$ cat src/rtl/canmd_pkg.sv
// constants and types shared by the can mode-control block
package canmd_pkg;
   localparam int ADDR_W = 8;
   localparam int DATA_W = 8;

   // register byte addresses
   localparam logic [7:0] ADDR_CTRL = 8'h00;
   localparam logic [7:0] ADDR_STAT = 8'h04;
   localparam logic [7:0] ADDR_WAKE = 8'h08;

   // control register fields
   localparam int CTRL_MODE_LSB = 0;
   localparam int CTRL_SLEEP_BIT = 2;
   localparam int CTRL_TEST_LSB = 3;

   // status register fields
   localparam int STAT_MODE_LSB = 0;
   localparam int STAT_SLEEP_BIT = 2;
   localparam int STAT_TEST_LSB = 3;
   localparam int STAT_RX_BIT = 5;

   // wakeup interrupt control fields
   localparam int WAKE_EN_BIT = 0;
   localparam int WAKE_PEND_BIT = 1;

   // mode request / status encodings
   localparam logic [1:0] MODE_OPERATE = 2'h0;
   localparam logic [1:0] MODE_RESET = 2'h1;
   localparam logic [1:0] MODE_HALT = 2'h2;

   // test mode select encodings
   localparam logic [1:0] TEST_NONE = 2'h0;
   localparam logic [1:0] TEST_LISTEN = 2'h1;
   localparam logic [1:0] TEST_EXT_LOOP = 2'h2;
   localparam logic [1:0] TEST_INT_LOOP = 2'h3;

   localparam logic RECESSIVE = 1'b1;
   localparam logic [7:0] DATA_ZERO = 8'h00;

   typedef enum logic [1:0] {
      CANMD_ST_RESET,
      CANMD_ST_HALT,
      CANMD_ST_OPERATE,
      CANMD_ST_SLEEP
   } canmd_mode_t;
endpackage

$ cat src/rtl/canmd_sync.sv
// three-stage synchroniser whose output moves only when stages two and three agree
`timescale 1ns/1ps
module canmd_sync
   import canmd_pkg::*;
(
   input wire logic mclk, // module clock
   input wire logic rst, // async reset, active high
   input wire logic async_in, // pin from outside the clock domain
   output logic level // filtered, synchronised level
);
   typedef struct packed {
      logic s1;
      logic s2;
      logic s3;
      logic lvl;
   } canmd_sync_t;

   canmd_sync_t st_q, st_d;

   always_comb begin
      st_d = st_q;
      st_d.s1 = async_in;
      st_d.s2 = st_q.s1;
      st_d.s3 = st_q.s2;
      if (st_q.s2 == st_q.s3) begin
         st_d.lvl = st_q.s3;
      end
   end

   // idle bus is recessive, so the chain resets to that level
   always_ff @(posedge mclk or posedge rst) begin
      if (rst) begin
         st_q <= '{s1: RECESSIVE, s2: RECESSIVE, s3: RECESSIVE, lvl: RECESSIVE};
      end else begin
         st_q <= st_d;
      end
   end

   assign level = st_q.lvl;
endmodule

$ cat src/rtl/canmd_route.sv
// test-mode routing between protocol engine, transmit pin and receive pin
`timescale 1ns/1ps
module canmd_route
   import canmd_pkg::*;
(
   input wire logic [1:0] test_mode_select, // active test mode
   input wire logic asleep, // channel is in sleep
   input wire logic eng_tx, // bit the engine wants to send, 1 = recessive
   input wire logic rx_level, // synchronised receive pin
   output logic pin_tx_d, // next level of the transmit pin
   output logic eng_rx_d, // next level seen by the engine
   output logic self_ack, // engine supplies its own acknowledge
   output logic tx_allow // transmission start permitted
);
   always_comb begin
      pin_tx_d = eng_tx;
      eng_rx_d = rx_level;
      self_ack = 1'b0;
      tx_allow = 1'b1;
      unique case (test_mode_select)
         TEST_NONE: begin
         end
         TEST_LISTEN: begin
            pin_tx_d = RECESSIVE;
            tx_allow = 1'b0;
            eng_rx_d = rx_level & eng_tx;
         end
         TEST_EXT_LOOP: begin
            self_ack = 1'b1;
         end
         TEST_INT_LOOP: begin
            pin_tx_d = RECESSIVE;
            eng_rx_d = eng_tx;
            self_ack = 1'b1;
         end
      endcase
      // sleeping channel neither drives the bus nor starts frames
      if (asleep) begin
         pin_tx_d = RECESSIVE;
         tx_allow = 1'b0;
      end
   end
endmodule

$ cat src/rtl/canmd_top.sv
// can channel mode control: sleep, wakeup and test-mode routing
//
// Design decisions made here: the register offsets and the strobed register port.
`timescale 1ns/1ps
module canmd_top
   import canmd_pkg::*;
(
   input wire logic mclk, // ungated module clock
   input wire logic rst, // async reset, active high
   input wire logic [ADDR_W-1:0] reg_addr, // register byte address
   input wire logic [DATA_W-1:0] reg_wdata, // write data
   input wire logic reg_wr, // write strobe
   input wire logic reg_rd, // read strobe
   output logic [DATA_W-1:0] reg_rdata, // read data, cycle after strobe
   input wire logic can_receive_pin, // receive pin from transceiver
   output logic can_transmit_pin, // transmit pin to transceiver
   input wire logic eng_tx, // engine transmit bit, 1 = recessive
   input wire logic eng_tx_req, // engine asks to start a frame
   output logic eng_rx, // receive bit presented to the engine
   output logic eng_tx_start, // frame start granted
   output logic eng_self_ack, // engine generates its own acknowledge
   output logic eng_run, // engine may take part in bus traffic
   output logic eng_halted, // engine held in reset or halt
   output logic core_clk_en, // enable for the gated controller clock
   output logic wakeup_irq // wakeup interrupt request
);
   typedef struct packed {
      canmd_mode_t mode;
      canmd_mode_t prev;
      logic [1:0] test;
      logic wake_en;
      logic wake_pend;
      logic rx_prev;
      logic pin_tx;
      logic eng_rx;
      logic [DATA_W-1:0] rdata;
   } canmd_state_t;

   canmd_state_t st_q, st_d;

   logic rx_level;
   logic pin_tx_d;
   logic eng_rx_d;
   logic self_ack;
   logic tx_allow;
   logic asleep;
   logic wr_ctrl;
   logic wr_wake;
   logic [1:0] req_mode;
   logic req_sleep;
   logic rx_fall;
   logic [1:0] mode_code;

   // the detector sits on the ungated clock so it still sees the pin in sleep
   canmd_sync i_canmd_sync (
      .mclk(mclk),
      .rst(rst),
      .async_in(can_receive_pin),
      .level(rx_level)
   );

   canmd_route i_canmd_route (
      .test_mode_select(st_q.test),
      .asleep(asleep),
      .eng_tx(eng_tx),
      .rx_level(rx_level),
      .pin_tx_d(pin_tx_d),
      .eng_rx_d(eng_rx_d),
      .self_ack(self_ack),
      .tx_allow(tx_allow)
   );

   assign asleep = (st_q.mode == CANMD_ST_SLEEP);
   assign wr_ctrl = reg_wr && (reg_addr == ADDR_CTRL);
   assign wr_wake = reg_wr && (reg_addr == ADDR_WAKE);
   assign req_mode = reg_wdata[CTRL_MODE_LSB +: 2];
   assign req_sleep = reg_wdata[CTRL_SLEEP_BIT];
   assign rx_fall = st_q.rx_prev && !rx_level;

   always_comb begin
      unique case (st_q.mode)
         CANMD_ST_RESET: mode_code = MODE_RESET;
         CANMD_ST_HALT: mode_code = MODE_HALT;
         CANMD_ST_OPERATE: mode_code = MODE_OPERATE;
         CANMD_ST_SLEEP: mode_code = (st_q.prev == CANMD_ST_HALT) ? MODE_HALT : MODE_RESET;
      endcase
   end

   always_comb begin
      st_d = st_q;
      st_d.rx_prev = rx_level;
      st_d.pin_tx = pin_tx_d;
      st_d.eng_rx = asleep ? RECESSIVE : eng_rx_d;
      st_d.rdata = DATA_ZERO;

      // mode sequencing
      if (wr_ctrl) begin
         unique case (st_q.mode)
            CANMD_ST_SLEEP: begin
               // only a sleep cancel is honoured while asleep
               if (!req_sleep) begin
                  st_d.mode = st_q.prev;
               end
            end
            CANMD_ST_OPERATE: begin
               // a sleep request straight from operation is ignored
               if (req_mode == MODE_RESET) begin
                  st_d.mode = CANMD_ST_RESET;
               end else if (req_mode == MODE_HALT) begin
                  st_d.mode = CANMD_ST_HALT;
               end
            end
            CANMD_ST_RESET, CANMD_ST_HALT: begin
               if (req_sleep) begin
                  st_d.prev = st_q.mode;
                  st_d.mode = CANMD_ST_SLEEP;
               end else if (req_mode == MODE_OPERATE) begin
                  st_d.mode = CANMD_ST_OPERATE;
               end else if (req_mode == MODE_RESET) begin
                  st_d.mode = CANMD_ST_RESET;
               end else if (req_mode == MODE_HALT) begin
                  st_d.mode = CANMD_ST_HALT;
               end
            end
         endcase
         // test mode is latched only in halt, so a live frame never sees it change
         if (st_q.mode == CANMD_ST_HALT) begin
            st_d.test = reg_wdata[CTRL_TEST_LSB +: 2];
         end
      end

      // wakeup interrupt control: enable writable, pending is write-one-to-clear
      if (wr_wake) begin
         st_d.wake_en = reg_wdata[WAKE_EN_BIT];
         if (reg_wdata[WAKE_PEND_BIT]) begin
            st_d.wake_pend = 1'b0;
         end
      end
      // set after clear so an edge in the clearing cycle is kept
      if (asleep && rx_fall && st_q.wake_en) begin
         st_d.wake_pend = 1'b1;
      end

      // read data for the next cycle
      if (reg_rd) begin
         if (reg_addr == ADDR_CTRL) begin
            st_d.rdata[CTRL_MODE_LSB +: 2] = mode_code;
            st_d.rdata[CTRL_SLEEP_BIT] = asleep;
            st_d.rdata[CTRL_TEST_LSB +: 2] = st_q.test;
         end else if (reg_addr == ADDR_STAT) begin
            st_d.rdata[STAT_MODE_LSB +: 2] = mode_code;
            st_d.rdata[STAT_SLEEP_BIT] = asleep;
            st_d.rdata[STAT_TEST_LSB +: 2] = st_q.test;
            st_d.rdata[STAT_RX_BIT] = rx_level;
         end else if (reg_addr == ADDR_WAKE) begin
            st_d.rdata[WAKE_EN_BIT] = st_q.wake_en;
            st_d.rdata[WAKE_PEND_BIT] = st_q.wake_pend;
         end
      end
   end

   always_ff @(posedge mclk or posedge rst) begin
      if (rst) begin
         st_q.mode <= CANMD_ST_RESET;
         st_q.prev <= CANMD_ST_RESET;
         st_q.test <= TEST_NONE;
         st_q.wake_en <= 1'b0;
         st_q.wake_pend <= 1'b0;
         st_q.rx_prev <= RECESSIVE;
         st_q.pin_tx <= RECESSIVE;
         st_q.eng_rx <= RECESSIVE;
         st_q.rdata <= DATA_ZERO;
      end else begin
         st_q <= st_d;
      end
   end

   assign reg_rdata = st_q.rdata;
   assign can_transmit_pin = st_q.pin_tx;
   assign eng_rx = st_q.eng_rx;
   // a request in listen-only is software misuse; it is simply never granted
   assign eng_tx_start = eng_tx_req && tx_allow && (st_q.mode == CANMD_ST_OPERATE);
   assign eng_self_ack = self_ack;
   assign eng_run = (st_q.mode == CANMD_ST_OPERATE);
   assign eng_halted = (st_q.mode == CANMD_ST_RESET) || (st_q.mode == CANMD_ST_HALT);
   assign core_clk_en = !asleep;
   assign wakeup_irq = st_q.wake_pend && st_q.wake_en;
endmodule

$ cat config.mk
export PLATFORM = sky130hd
export DESIGN_NAME = canmd_top
export DESIGN_NICKNAME = d
export VERILOG_FILES = /design/src/rtl/canmd_pkg.sv /design/src/rtl/canmd_sync.sv /design/src/rtl/canmd_route.sv /design/src/rtl/canmd_top.sv
export SDC_FILE = /design/constraint.sdc
export NUM_CORES = 1
export LEC_CHECK = 0
export ABC_AREA = 1
export BUFFER_PORTS_ARGS = -buffer_cell sky130_fd_sc_hd__buf_2
export CORE_AREA = 2 2 54 56
export CTS_CLUSTER_DIAMETER = 100
export CTS_CLUSTER_SIZE = 28
export DETAILED_ROUTE_END_ITERATION = 8
export DIE_AREA = 0 0 56 58
export GPL_ROUTABILITY_DRIVEN = 0
export PLACE_DENSITY = 0.72
export SLEW_MARGIN = 20
export SYNTH_ARGS = -nofsm -noshare
export SYNTH_HDL_FRONTEND = slang
export SYNTH_HIERARCHICAL = 1
export SYNTH_SLANG_ARGS = --single-unit
$ cat constraint.sdc
create_clock -name mclk -period 1.1 [get_ports mclk]
set_input_delay 0.22 -clock mclk [delete_from_list [all_inputs] [get_ports mclk]]
set_output_delay 0.22 -clock mclk [all_outputs]
set_load 0.005 [all_outputs]
**Word level (Yosys, flattened, before mapping)**

Index checks and enable logic that the tools add are counted.

- $lt $le $gt $ge: 0
- Reduce and logical (&&, ||, !) cells: 22
- Add/sub/neg operators: 0
- Divide/modulo/power cells: 0
- Equality and inequality tests: 12
- Bitwise operators: 1
- Muxes and demuxes: 24
- Multipliers: 0
- Shift-type cells: 0

Operator list:

| kind | number |
|---|---|
| $mux W2 | 8 |
| $eq A2 B2 Y1 const B | 5 |
| $mux W1 | 10 |
| $eq A2 B1 Y1 const B | 4 |
| $eq A8 B3 Y1 const B | 1 |
| $eq A8 B4 Y1 const B | 1 |
| $logic_and A1 B1 Y1 | 8 |
| $logic_not A8 Y1 | 1 |
| $pmux W2 S4 | 1 |
| $mux W6 | 1 |
| $pmux W2 S3 | 1 |
| $reduce_and A2 Y1 | 3 |
| $reduce_or A2 Y1 | 3 |
| $mux W5 | 1 |
| $logic_not A2 Y1 | 2 |
| $mux W4 | 1 |
| $reduce_bool A2 Y1 | 2 |
| $logic_not A1 Y1 | 2 |
| $pmux W1 S2 | 1 |
| $and A1 B1 Y1 | 1 |
| $eq A1 B1 Y1 | 1 |
| $logic_or A1 B1 Y1 | 1 |

- Bits in writable memories: 0
- Register bits after elaboration: 21
- Word-level logic and storage cells: 72
- Bits of input ports: 23
- Memory bits (read-only): 0
- Memories kept: 0
- Bits in latches: 0
- Output and inout bits: 16

**Logic depth before layout (Yosys ltp)**

Gate-level depths: netlist of the first run.

- Depth after elaboration: 6
- Depth in mapped cells: 8
- Mapped depth without buffers: 8

**Modules after synthesis**

The synthesis of the first run kept the hierarchy.

Modules (own cells, without submodules):

| module | cells an instance | area each (um^2) | times used |
|---|---|---|---|
| canmd_top | 121 | 944.7 | 1 |
| canmd_sync | 9 | 125.1 | 1 |
| canmd_route | 13 | 48.8 | 1 |

**Worst setup path after synthesis of the first run**

No wires, ideal clock.

- Path type: reg-to-output
- Start: reg st_q[17] in the netlist's numbering
- End: out eng_tx_start
- Path buffers: 1
- Arrival: 934 ps
- Stages on the path, launching flop included: 7
- Required time: 880 ps
- Setup slack: -54 ps
- Cell sequence: dfrtp_1 -> clkbuf_2 -> nand2_2 -> inv_2 -> nor2_1 -> nand2_1 -> nor2_1

- Cells in the longest elaborated chain, start to end: 4

Ends and longest elaborated chain:

| item | RTL line | text |
|---|---|---|
| start, declared | canmd_top.sv:39 | `canmd_state_t st_q, st_d;` |
| start signal, assigned | canmd_top.sv:174 | `st_q <= st_d;` |
| $eq A2 B2 Y1 | canmd_top.sv:73 | `assign asleep = (st_q.mode == CANMD_ST_SLEEP);` |
| named net asleep | canmd_top.sv:46 | `logic asleep;` |
| $mux W1 | canmd_route.sv:38 | `if (asleep) begin` |
| named net tx_allow | canmd_top.sv:45 | `logic tx_allow;` |
| $logic_and A1 B1 Y1 (2 in series) | canmd_top.sv:182 | `assign eng_tx_start = eng_tx_req && tx_allow && (st_q.mode == CANMD_ST_OPERATE);` |
| end, declared | canmd_top.sv:20 | `output logic eng_tx_start,` |

The timed path passes the listed nets, and every way through them passes these cells.

**Worst setup path in the final report of the first run**

- Start: reg st_q[18] in the netlist's numbering
- End: out eng_tx_start

- Cells in the longest elaborated chain, start to end: 4

Ends and longest elaborated chain:

| item | RTL line |
|---|---|
| $eq A2 B2 Y1 | canmd_top.sv:73 |
| $mux W1 | canmd_route.sv:38 |
| $logic_and A1 B1 Y1 | canmd_top.sv:182 |
| $logic_and A1 B1 Y1 * | canmd_top.sv:182 |

Every way passes the cells marked *; elsewhere a longest branch is shown, timed or not.

==> metrics.md, run 1 <==
| Metric | Value |
|---|---|
| Status | `finished, violations left` |
| Failing checks | `setup timing` |
| Setup TNS | `-1.66 ns` |
| HP Class | `primary input to flop` |
| Slowest library cell on the worst path | `dfrtp_2` |
| Fin crit period | `1.43 ns` |
| FMAX | `between 600 and 700 MHz` |
| Mapped Avg Cell Area | `7.82 sq um` |
| Cell Chain, Critical Path | `inv_2, nor2_4, inv_1, nor2_1, buf_2` |
| Setup ws final | `-0.334 ns` |
| Final Hold Vio Count | `0` |
| Worst hold stages | `3` |
| Gate count of the mapped netlist | `143` |
| Area Growth Syn to Fin | `35.0%` |
| Pins Over Slew Limit | `0` |
| XOR/XNOR share of the synthesized area | `0` |
| Gate power share | `0.191` |
| Critical Path RT | `0.88 ns` |
| Internal Power | `1.09 mW` |
| Pin count of the biggest net entering global routing | `18` |
| Chip width | `56 um` |
| Layout Nets | `216` |
| Synth top area share | `0.313` |
| Most frequent cells in the layout | `nand2_1, buf_2, inv_1` |
| P_leak | `0.848 nW` |
| FP Rows | `19` |
| Worst vdd ir | `0.650 mV` |
| Vias in the first global route | `948` |
| Main combinational cell family by area after synthesis | `simple AND/OR/NAND/NOR gates` |
| Most common cell after layout, fill and taps aside | `nand2_1` |
| CP peak stage delay | `0.43 ns` |
| Clock buffer depth | `2` |
| First-pass DRT Iterations | `4` |
| Worst Skew | `around 0.0057 ns` |
| Final HPWL DP | `1.69 mm` |
| R2R depth | `8` |
| Starting DRT DRC Count | `29` |
| Mapped Area | `approximately 1100 sq um` |
| Num ports | `39` |
| Placeable core area | `2660 sq um` |
| CTS tree | `yes` |
| # H-tree levels | `1` |
| Sink Count | `21` |
| Switching Share | `0.264` |
| Crit start category | `flop` |
| Drt total wl | `2.52 mm` |
| CP endpoint kind | `primary output` |
| Synth unique cells | `24` |
| Setup Crit Path Kind | `flop to primary output` |
| Yosys top cell by area | `dfrtp_1` |
| Final ANT Viol Nets | `0` |
| Ant diodes | `0` |
| WP buf/inv | `3` |
| Seq/Total Area, Yosys | `0.478` |
| Clk_lat worst skew | `0.30 ns` |
| Warnings, synthesis | `6` |
| Power Density | `983 nW/um^2` |
| Fin cells | `between 200 and 250` |
| Post-Synth Simple-Gate Area | `0.290` |
| Critical path depth | `5` |
| Port Buffers | `33` |
| Initial antenna violation count | `0` |
| Adder-cell share of the synthesized area | `0` |
| Period utilization | `1.30` |
| Synthesized flop and latch total | `21` |
| Grt ovf | `0` |
| Setup violations, final | `13` |
| Total GRT Usage | `0.145` |
| Clock share of power | `0.248` |
| Max Cap Violations | `0` |
| Share of cells above drive strength 1 | `0.448` |
| CP arrival | `1.21 ns` |
| Worst-path fanout max | `3` |
| Placed cell count | `205` |
| Switching power | `392 uW` |
| First-pass GRT wire length | `3.81 mm` |
| Unrepaired setup endpoints after global routing | `yes` |
| Die area | `3250 sq um` |
| DRC | `0` |
| Sequential share of power | `0.562` |
| Vias | `just over 1000` |
| Vias per cell | `4.61` |
| Top delay family on crit path | `flip-flops` |
| Clock root buffer | `clkbuf_4` |
| Reg clk slew, reported paths | `0.12 ns` |
| Compound-gate portion of the synthesized area | `0.0705` |
| Mux share of post-synthesis cell area | `0` |
| Die Y | `58 um` |
| Initial core utilization | `0.420` |
| CTS Buf Count | `3` |
| Synth area leaders | `dfrtp_1, dfstp_2, nand2_1` |
| Routed wire length per instance | `11.3 um` |
[sequential cells by signal (all words and copies together) (netlist names)]
register            flops
st_q                    9
reg_rdata               6
i_canmd_sync/st_d       2
can_transmit_pin        1
eng_rx                  1
i_canmd_sync/level      1
i_canmd_sync/st_q       1
[worst paths after layout]
kind                                      startpoint              endpoint  slack, ns
worst max-delay path                        st_q[18]          eng_tx_start      -0.33
worst min-delay path                          eng_tx      can_transmit_pin       0.11
worst max register to register              st_q[18]              st_q[18]      -0.15
worst min register to register  i_canmd_sync/st_d[2]  i_canmd_sync/st_d[1]       0.37
max in group asynchronous                        rst              st_q[10]       0.37
min in group asynchronous                        rst              st_q[18]       0.47
[layout make-up]
cell class                 count  area (sq um)
timing repair buffer          54           363
multi-input combinational     84           435
tap                           31          38.8
sequential                    21           537
fill                         245          1150
clock inverter                 1          5.00
clock buffer                   3          22.5
inverter                      29           109
[layer usage]
metal | up-vias | track usage | share of wire
met3 | 0 | 0.0223 | 0.035
met4 | 0 | 0.0442 | 0
met1 | 486 | 0.182 | 0.41
met5 | - | 0 | 0
met2 | 24 | 0.259 | 0.55
li1 | 518 | - | -
[through the flow]
stage | setup slack (ns) | util | hold slack [ns] | area (sq um) | power (mW)
floorplan | 0.000110 | - | 0.144 | 1140 | 0.960
global placement | -0.0647 | 0.494 | 0.246 | 1320 | 1.04
detailed placement | -0.0585 | 0.494 | 0.261 | 1320 | 1.05
CTS | -0.338 | 0.524 | 0.00309 | 1400 | 1.43
global route | -0.407 | 0.567 | 0.110 | 1510 | 1.57
finish | -0.334 | 0.567 | 0.114 | 1510 | 1.48
[cell families after synthesis]
kind of cell,count (synthesis)
AOI/OAI and AO/OA,15
buffers and inverters,39
DFF,21
other,1
and+or+nand+nor,67
[Yosys cell counts]
library cell / count
nand3_1: 3
o21ai_0: 4
inv_1: 24
dfrtp_1: 14
nor3_1: 1
nor2_2: 2
nor2_8: 1
buf_4: 8
a22oi_1: 1
dfstp_2: 7
clkbuf_1: 1
nor2_4: 2
conb_1: 1
nand2_2: 5
a31oi_1: 1
a21oi_1: 4
nand2_1: 36
or2_2: 1
nor2_1: 11
nand3_2: 1
nand4_1: 4
o21ai_1: 5
inv_2: 5
clkbuf_2: 1
[worst register-to-register path, stage by stage (launching register included)]
cell     delay (ns)
dfrtp_2        0.43
inv_2          0.07
buf_6          0.11
buf_6          0.12
buf_6          0.12
nand2_1        0.06
o21ai_1        0.06
o21ai_1        0.11
o21ai_1        0.08
[repair_timing]
action	in CTS	in global routing
gates cloned	0	0
setup buffers	5	7
hold endpoints to repair	18	1
resized for setup	3	14
endpoints found under the setup margin	10	14
pin swaps	4	4
hold buffers	1	1
[power groups by stage]
stage	clock (mW)	combinational (mW)	sequential [mW]
2_1_floorplan	0	0.117	0.843
6_report	0.368	0.283	0.834
5_1_grt	0.421	0.311	0.838
3_5_place_dp	0	0.203	0.847
3_3_place_gp	0	0.195	0.846
4_1_cts	0.372	0.223	0.832
Power figures use the tool's default switching activity.
==> run 2, diff against run 1 <==
==> constraint.sdc (replaced) <==
create_clock -name mclk -period 1.1 [get_ports mclk]
set_input_delay 0.22 -clock mclk [delete_from_list [all_inputs] [get_ports mclk]]
set_output_delay 0.22 -clock mclk [all_outputs]
set_load 0.1 [all_outputs]
==> run 2 against run 1 <==
Compared with the run above: the run still ends with setup timing left; register-to-register slack is essentially flat; via count is 4.6% higher; flip-flop and latch count is the same; sequential power hardly changed; first-iteration DRC count shrank 28%; cell count up 0.90%; design area up 17%; worst hold slack worse by 0.0050 ns; maximum frequency fell by 7.9%; combinational power grew 89%; total power is 18% higher; clock power grew 3%.
==> metrics.md, run 2 (same netlist as run 1, synthesis figures left out) <==
| Metric | Value |
|---|---|
| Status | `finished, violations left` |
| Failing checks | `setup timing` |
| Critical Path RT | `around 0.88 ns` |
| CP peak stage delay | `approximately 0.42 ns` |
| Placeable core area | `2660 sq um` |
| Worst hold stages | `3` |
| Most frequent cells in the layout | `nand2_1, inv_1, buf_2` |
| R2R depth | `8` |
| FMAX | `642 MHz` |
| Die area | `3250 sq um` |
| Die Y | `58 um` |
| Chip width | `~56 um` |
| Area after DPL | `1600 sq um` |
| Clk_lat worst skew | `0.31 ns` |
| Area Growth Syn to Fin | `57.4%` |
| Setup TNS | `-2.84 ns` |
| Most Crowded Layer GR | `met2` |
| Clock buffer depth | `2` |
| HP Class | `primary input to flop` |
| Worst vdd ir | `0.686 mV` |
| Setup ws final | `-0.457 ns` |
| Pins Over Slew Limit | `0` |
| Initial core utilization | `0.420` |
| Routed wire length per instance | `11.9 um` |
| M1 GR Usage | `0.193` |
| Clock root buffer | `clkbuf_4` |
| First-pass GRT wire length | `4.50 mm` |
| Power Density | `about 1000 nW/um^2` |
| CP arrival | `1.34 ns` |
| Hold_ws | `0.109 ns` |
| Setup violations, final | `19` |
| FP Rows | `19` |
| Share of cells above drive strength 1 | `0.474` |
| Final Hold Vio Count | `0` |
| R2R Path End | `st_q[18]` |
| Port Buffers | `33` |
| CP endpoint | `eng_tx_start` |
| Util after Layout | `0.661` |
| Starting DRT DRC Count | `21` |
| Cell Chain, Critical Path | `buf_4, nor2_4, inv_2, nor2_4, buf_12` |
| Sink Count | `21` |
| Total GRT Usage | `0.180` |
| Unrepaired setup endpoints after global routing | `yes` |
| Pin count of the biggest net entering global routing | `18` |
| Setup Crit Path Kind | `flop to primary output` |
| Worst Skew | `0.00133 ns` |
| First-pass DRT Iterations | `4` |
| Fin crit period | `between 1.5 and 2 ns` |
| Worst-path fanout max | `3` |
| Ant diodes | `0` |
| Vias in the first global route | `1075` |
| Final ANT Viol Nets | `0` |
| Final HPWL DP | `1.92 mm` |
| Drt total wl | `2.69 mm` |
| Global routing usage on met3 | `0.0424` |
| Grt ovf | `0` |
| FF-to-FF setup slack | `-0.16 ns` |
| Crit start category | `flop` |
| CTS Buf Count | `3` |
| DRC | `0` |
| P_leak | `0.907 nW` |
| R2R Path Start | `st_q[18]` |
| Final Cell Area | `1760 sq um` |
| Layout Nets | `218` |
| Vias per cell | `4.78` |
| Reg clk slew, reported paths | `0.12 ns` |
| Fin cells | `between 200 and 250` |
| Initial antenna violation count | `0` |
| Max reg flops | `9` |
| Top reg by flops | `st_q` |
| CP endpoint kind | `primary output` |
| Max Cap Violations | `0` |
| Vias | `1075` |
| # H-tree levels | `1` |
| CP startpoint | `st_q[17]` |
| Placed cell count | `211` |
| Most common cell after layout, fill and taps aside | `nand2_1` |
| Period utilization | `1.42` |
| CTS tree | `yes` |
| Num ports | `39` |
| Slowest library cell on the worst path | `dfrtp_1` |
| Most used cell, CP | `nor2_4` |
| Met2 Use GR | `0.336` |
run 2: cell count changes in the layout (fill, tap and decap cells not counted), sizes merged:
cell / before / now
clkinvlp: 0 / 1
buf: 52 / 54
inv: 29 / 28
run 2: worst min-delay path by stage:
stage                             from          endpoint  slack, ns
after CTS                       eng_tx  can_transmit_pin       0.11
after global placement             rst          st_q[14]       0.24
after global routing      reg_wdata[2]          st_q[16]       0.12
after detailed placement           rst          st_q[14]       0.25
final                           eng_tx  can_transmit_pin       0.11
after floorplan                    rst      reg_rdata[0]       0.14
run 2: per-layer routing:
layer  vias up  routed length [um]
li1        520                   -
met1       515                 981
met2        33                1480
met3         7                 155
met4         0                  68
met5         -                   0
run 2: critical path: cells and delay by family (launching register included):
kind / cells / cell delay [ns]
flops: 1 / 0.42
buf+inv: 3 / 0.39
simple gates: 2 / 0.21
run 2: cell type report:
class / count / area (sq um)
clock buffer: 3 / 22.5
clock inverter: 1 / 5.00
fill: 213 / 902
inverter: 29 / 120
multi-input combinational: 84 / 450
sequential: 21 / 536
tap: 31 / 38.8
timing repair buffer: 56 / 588
run 2: repair_timing:
action,CTS,global route
pin swaps,2,9
gates cloned,0,0
hold buffers,2,0
resized for setup,7,8
setup endpoints to repair,18,22
setup buffers,4,5
endpoints found under the hold margin,19,0
run 2: where the power goes:
group / switching (mW) / internal (mW)
Clock: 0.243 / 0.136
Sequential: 0.0214 / 0.814
Combinational: 0.328 / 0.207
Total: 0.592 / 1.16
run 2: metrics by stage:
step	setup slack [ns]	total power, mW
global placement	-0.122	1.32
detailed placement	-0.156	1.33
CTS	-0.478	1.73
finish	-0.457	1.75
global route	-0.525	1.83
floorplan	-0.846	1.14
==> run 3, diff against run 2 <==
--- a/config.mk
+++ b/config.mk
@@ -7,11 +7,11 @@
 export LEC_CHECK = 0
 export ABC_AREA = 1
 export BUFFER_PORTS_ARGS = -buffer_cell sky130_fd_sc_hd__buf_2
-export CORE_AREA = 2 2 54 56
+export CORE_AREA = 2 2 62 49
 export CTS_CLUSTER_DIAMETER = 100
 export CTS_CLUSTER_SIZE = 28
 export DETAILED_ROUTE_END_ITERATION = 8
-export DIE_AREA = 0 0 56 58
+export DIE_AREA = 0 0 64 51
 export GPL_ROUTABILITY_DRIVEN = 0
 export PLACE_DENSITY = 0.72
 export SLEW_MARGIN = 20
==> run 3 against run 2 <==
Compared with the run above: the run still ends with setup timing left; highest routed layer unchanged; critical path depth is the same; maximum frequency fell by 2.6%; register-to-register slack worse by 0.08 ns; worst hold slack got worse by 0.0083 ns; first-iteration DRC count fell by 14%.
==> metrics.md, run 3 (same netlist as run 1, synthesis figures left out) <==
| Metric | Value |
|---|---|
| Hold EP | `can_transmit_pin` |
| CP peak stage delay | `approximately 0.44 ns` |
| Top delay family on crit path | `flip-flops` |
| Layout Nets | `218` |
| Initial antenna violation count | `0` |
| FP Rows | `17` |
| First-pass GRT wire length | `between 4 and 5 mm` |
| R2R Path Start | `st_q[18]` |
| Critical Path RT | `0.88 ns` |
| Clock buffer depth | `2` |
| Setup violations, final | `22` |
| CTS Buf Count | `3` |
| Worst-path fanout max | `3` |
| Fin cells | `232` |
| Worst vdd ir | `0.991 mV` |
| Crit start category | `flop` |
| Initial core utilization | `0.408` |
| WP buf/inv | `3` |
| Dpl ws | `-0.148 ns` |
| Max reg flops | `9` |
| Vias per cell | `4.61` |
| # H-tree levels | `1` |
| Sink Count | `21` |
| Cell Chain, Critical Path | `buf_4, nor2_4, inv_2, nor2_4, buf_12` |
| Fin crit period | `1.60 ns` |
| CP arrival | `roughly 1.4 ns` |
| Pins Over Slew Limit | `0` |
| Vias | `1069` |
| Die Y | `51 um` |
| HP Class | `primary input to flop` |
| Share of cells above drive strength 1 | `0.464` |
| Setup ws final | `-0.499 ns` |
| Period utilization | `1.45` |
| Unrepaired setup endpoints after global routing | `yes` |
| Clock root buffer | `clkbuf_4` |
| Setup Crit Path Kind | `flop to primary output` |
| Max Cap Violations | `0` |
| Routed wire length per instance | `12.2 um` |
| P_leak | `0.900 nW` |
| Clk_lat worst skew | `about 0.32 ns` |
| Highest routing layer actually used | `met4` |
| Final total power | `1.74 mW` |
| Met2 wire len | `1.48 mm` |
| CTS tree | `yes` |
| Worst Skew | `0.00932 ns` |
| Hold path start | `eng_tx` |
| Final ANT Viol Nets | `0` |
| Ant diodes | `0` |
| Starting DRT DRC Count | `18` |
| First-pass DRT Iterations | `4` |
| Grt ovf | `0` |
| Met3 wire len | `142 um` |
| CP endpoint kind | `primary output` |
| Placeable core area | `2740 sq um` |
| Reg clk slew, reported paths | `0.12 ns` |
| Worst hold stages | `3` |
| DRC | `0` |
| Most used cell, CP | `nor2_4` |
| Failing checks | `setup timing` |
| R2R depth | `9` |
| R2R Path End | `st_q[18]` |
| FF-to-FF setup slack | `-0.24 ns` |
| Placed cell count | `217` |
| Fillers | `226` |
| Top reg by flops | `st_q` |
| Drt total wl | `2.82 mm` |
| Num ports | `39` |
| Area Growth Syn to Fin | `55.8%` |
| Final HPWL DP | `2.00 mm` |
| Chip width | `64 um` |
| Total GRT Usage | `0.180` |
| Most common cell after layout, fill and taps aside | `nand2_1` |
| Slowest library cell on the worst path | `dfrtp_1` |
| Most frequent cells in the layout | `nand2_1, inv_1, buf_2` |
| Final Hold Vio Count | `0` |
| Pin count of the biggest net entering global routing | `18` |
| Power Density | `998 nW/um^2` |
| Die area | `between 3000 and 4000 sq um` |
| Vias in the first global route | `1032` |
| M1 WL | `between 1 and 1.5 mm` |
| FMAX | `626 MHz` |
| Port Buffers | `33` |
| Status | `finished, violations left` |
-- run 3: cell counts in the layout (fill, tap and decap cells not counted) --
No cell type changed its count.
-- run 3: what timing repair did --
action,CTS,global route
pin swaps,5,5
setup endpoints to repair,16,22
hold buffers,2,0
endpoints found under the hold margin,19,0
setup buffers,7,2
resized for setup,7,4
-- run 3: per-layer routing --
metal / up-vias / global-route usage
met5: - / 0
met4: 0 / 0.0543
met3: 8 / 0.0463
met2: 35 / 0.332
met1: 501 / 0.207
li1: 525 / -
-- run 3: worst max-delay path by stage --
stage | from | to | slack, ns | cells after the start
6_report | st_q[17] | eng_tx_start | -0.50 | 5
5_1_grt | st_q[17] | eng_tx_start | -0.54 | 5
4_1_cts | st_q[18] | eng_tx_start | -0.47 | 6
3_5_place_dp | st_q[18] | eng_tx_start | -0.15 | 6
3_3_place_gp | st_q[18] | eng_tx_start | -0.11 | 6
2_1_floorplan | st_q[17] | eng_tx_start | -0.85 | 6
-- run 3: worst min-delay path, stage by stage --
cell	delay [ns]
buf_2	0.07
inv_1	0.04
nand2_1	0.06
-- run 3: report_power, final --
group          internal (mW)  switching (mW)
Sequential             0.814          0.0208
Combinational          0.196           0.326
Clock                  0.136           0.246
Total                   1.15           0.593
-- run 3: per-stage QoR --
stage	TNS (ns)	cell area, sq um	util	hold slack (ns)
finish	-3.52	1740	0.635	0.100
global route	-4.36	1740	0.635	0.0970
CTS	-3.06	1710	0.625	0.102
detailed placement	-0.519	1590	0.578	0.253
global placement	-0.269	1590	0.578	0.244
floorplan	-3.09	1140	-	0.144
-- run 3: area by class of cell --
type / instances / area [sq um] / share of cell area
clock inverter: 1 / 5.00 / 0.00287
sequential: 21 / 536 / 0.307
tap: 38 / 47.5 / 0.0273
clock buffer: 3 / 22.5 / 0.0129
inverter: 29 / 118 / 0.0675
multi-input combinational: 84 / 435 / 0.250
timing repair buffer: 56 / 579 / 0.332
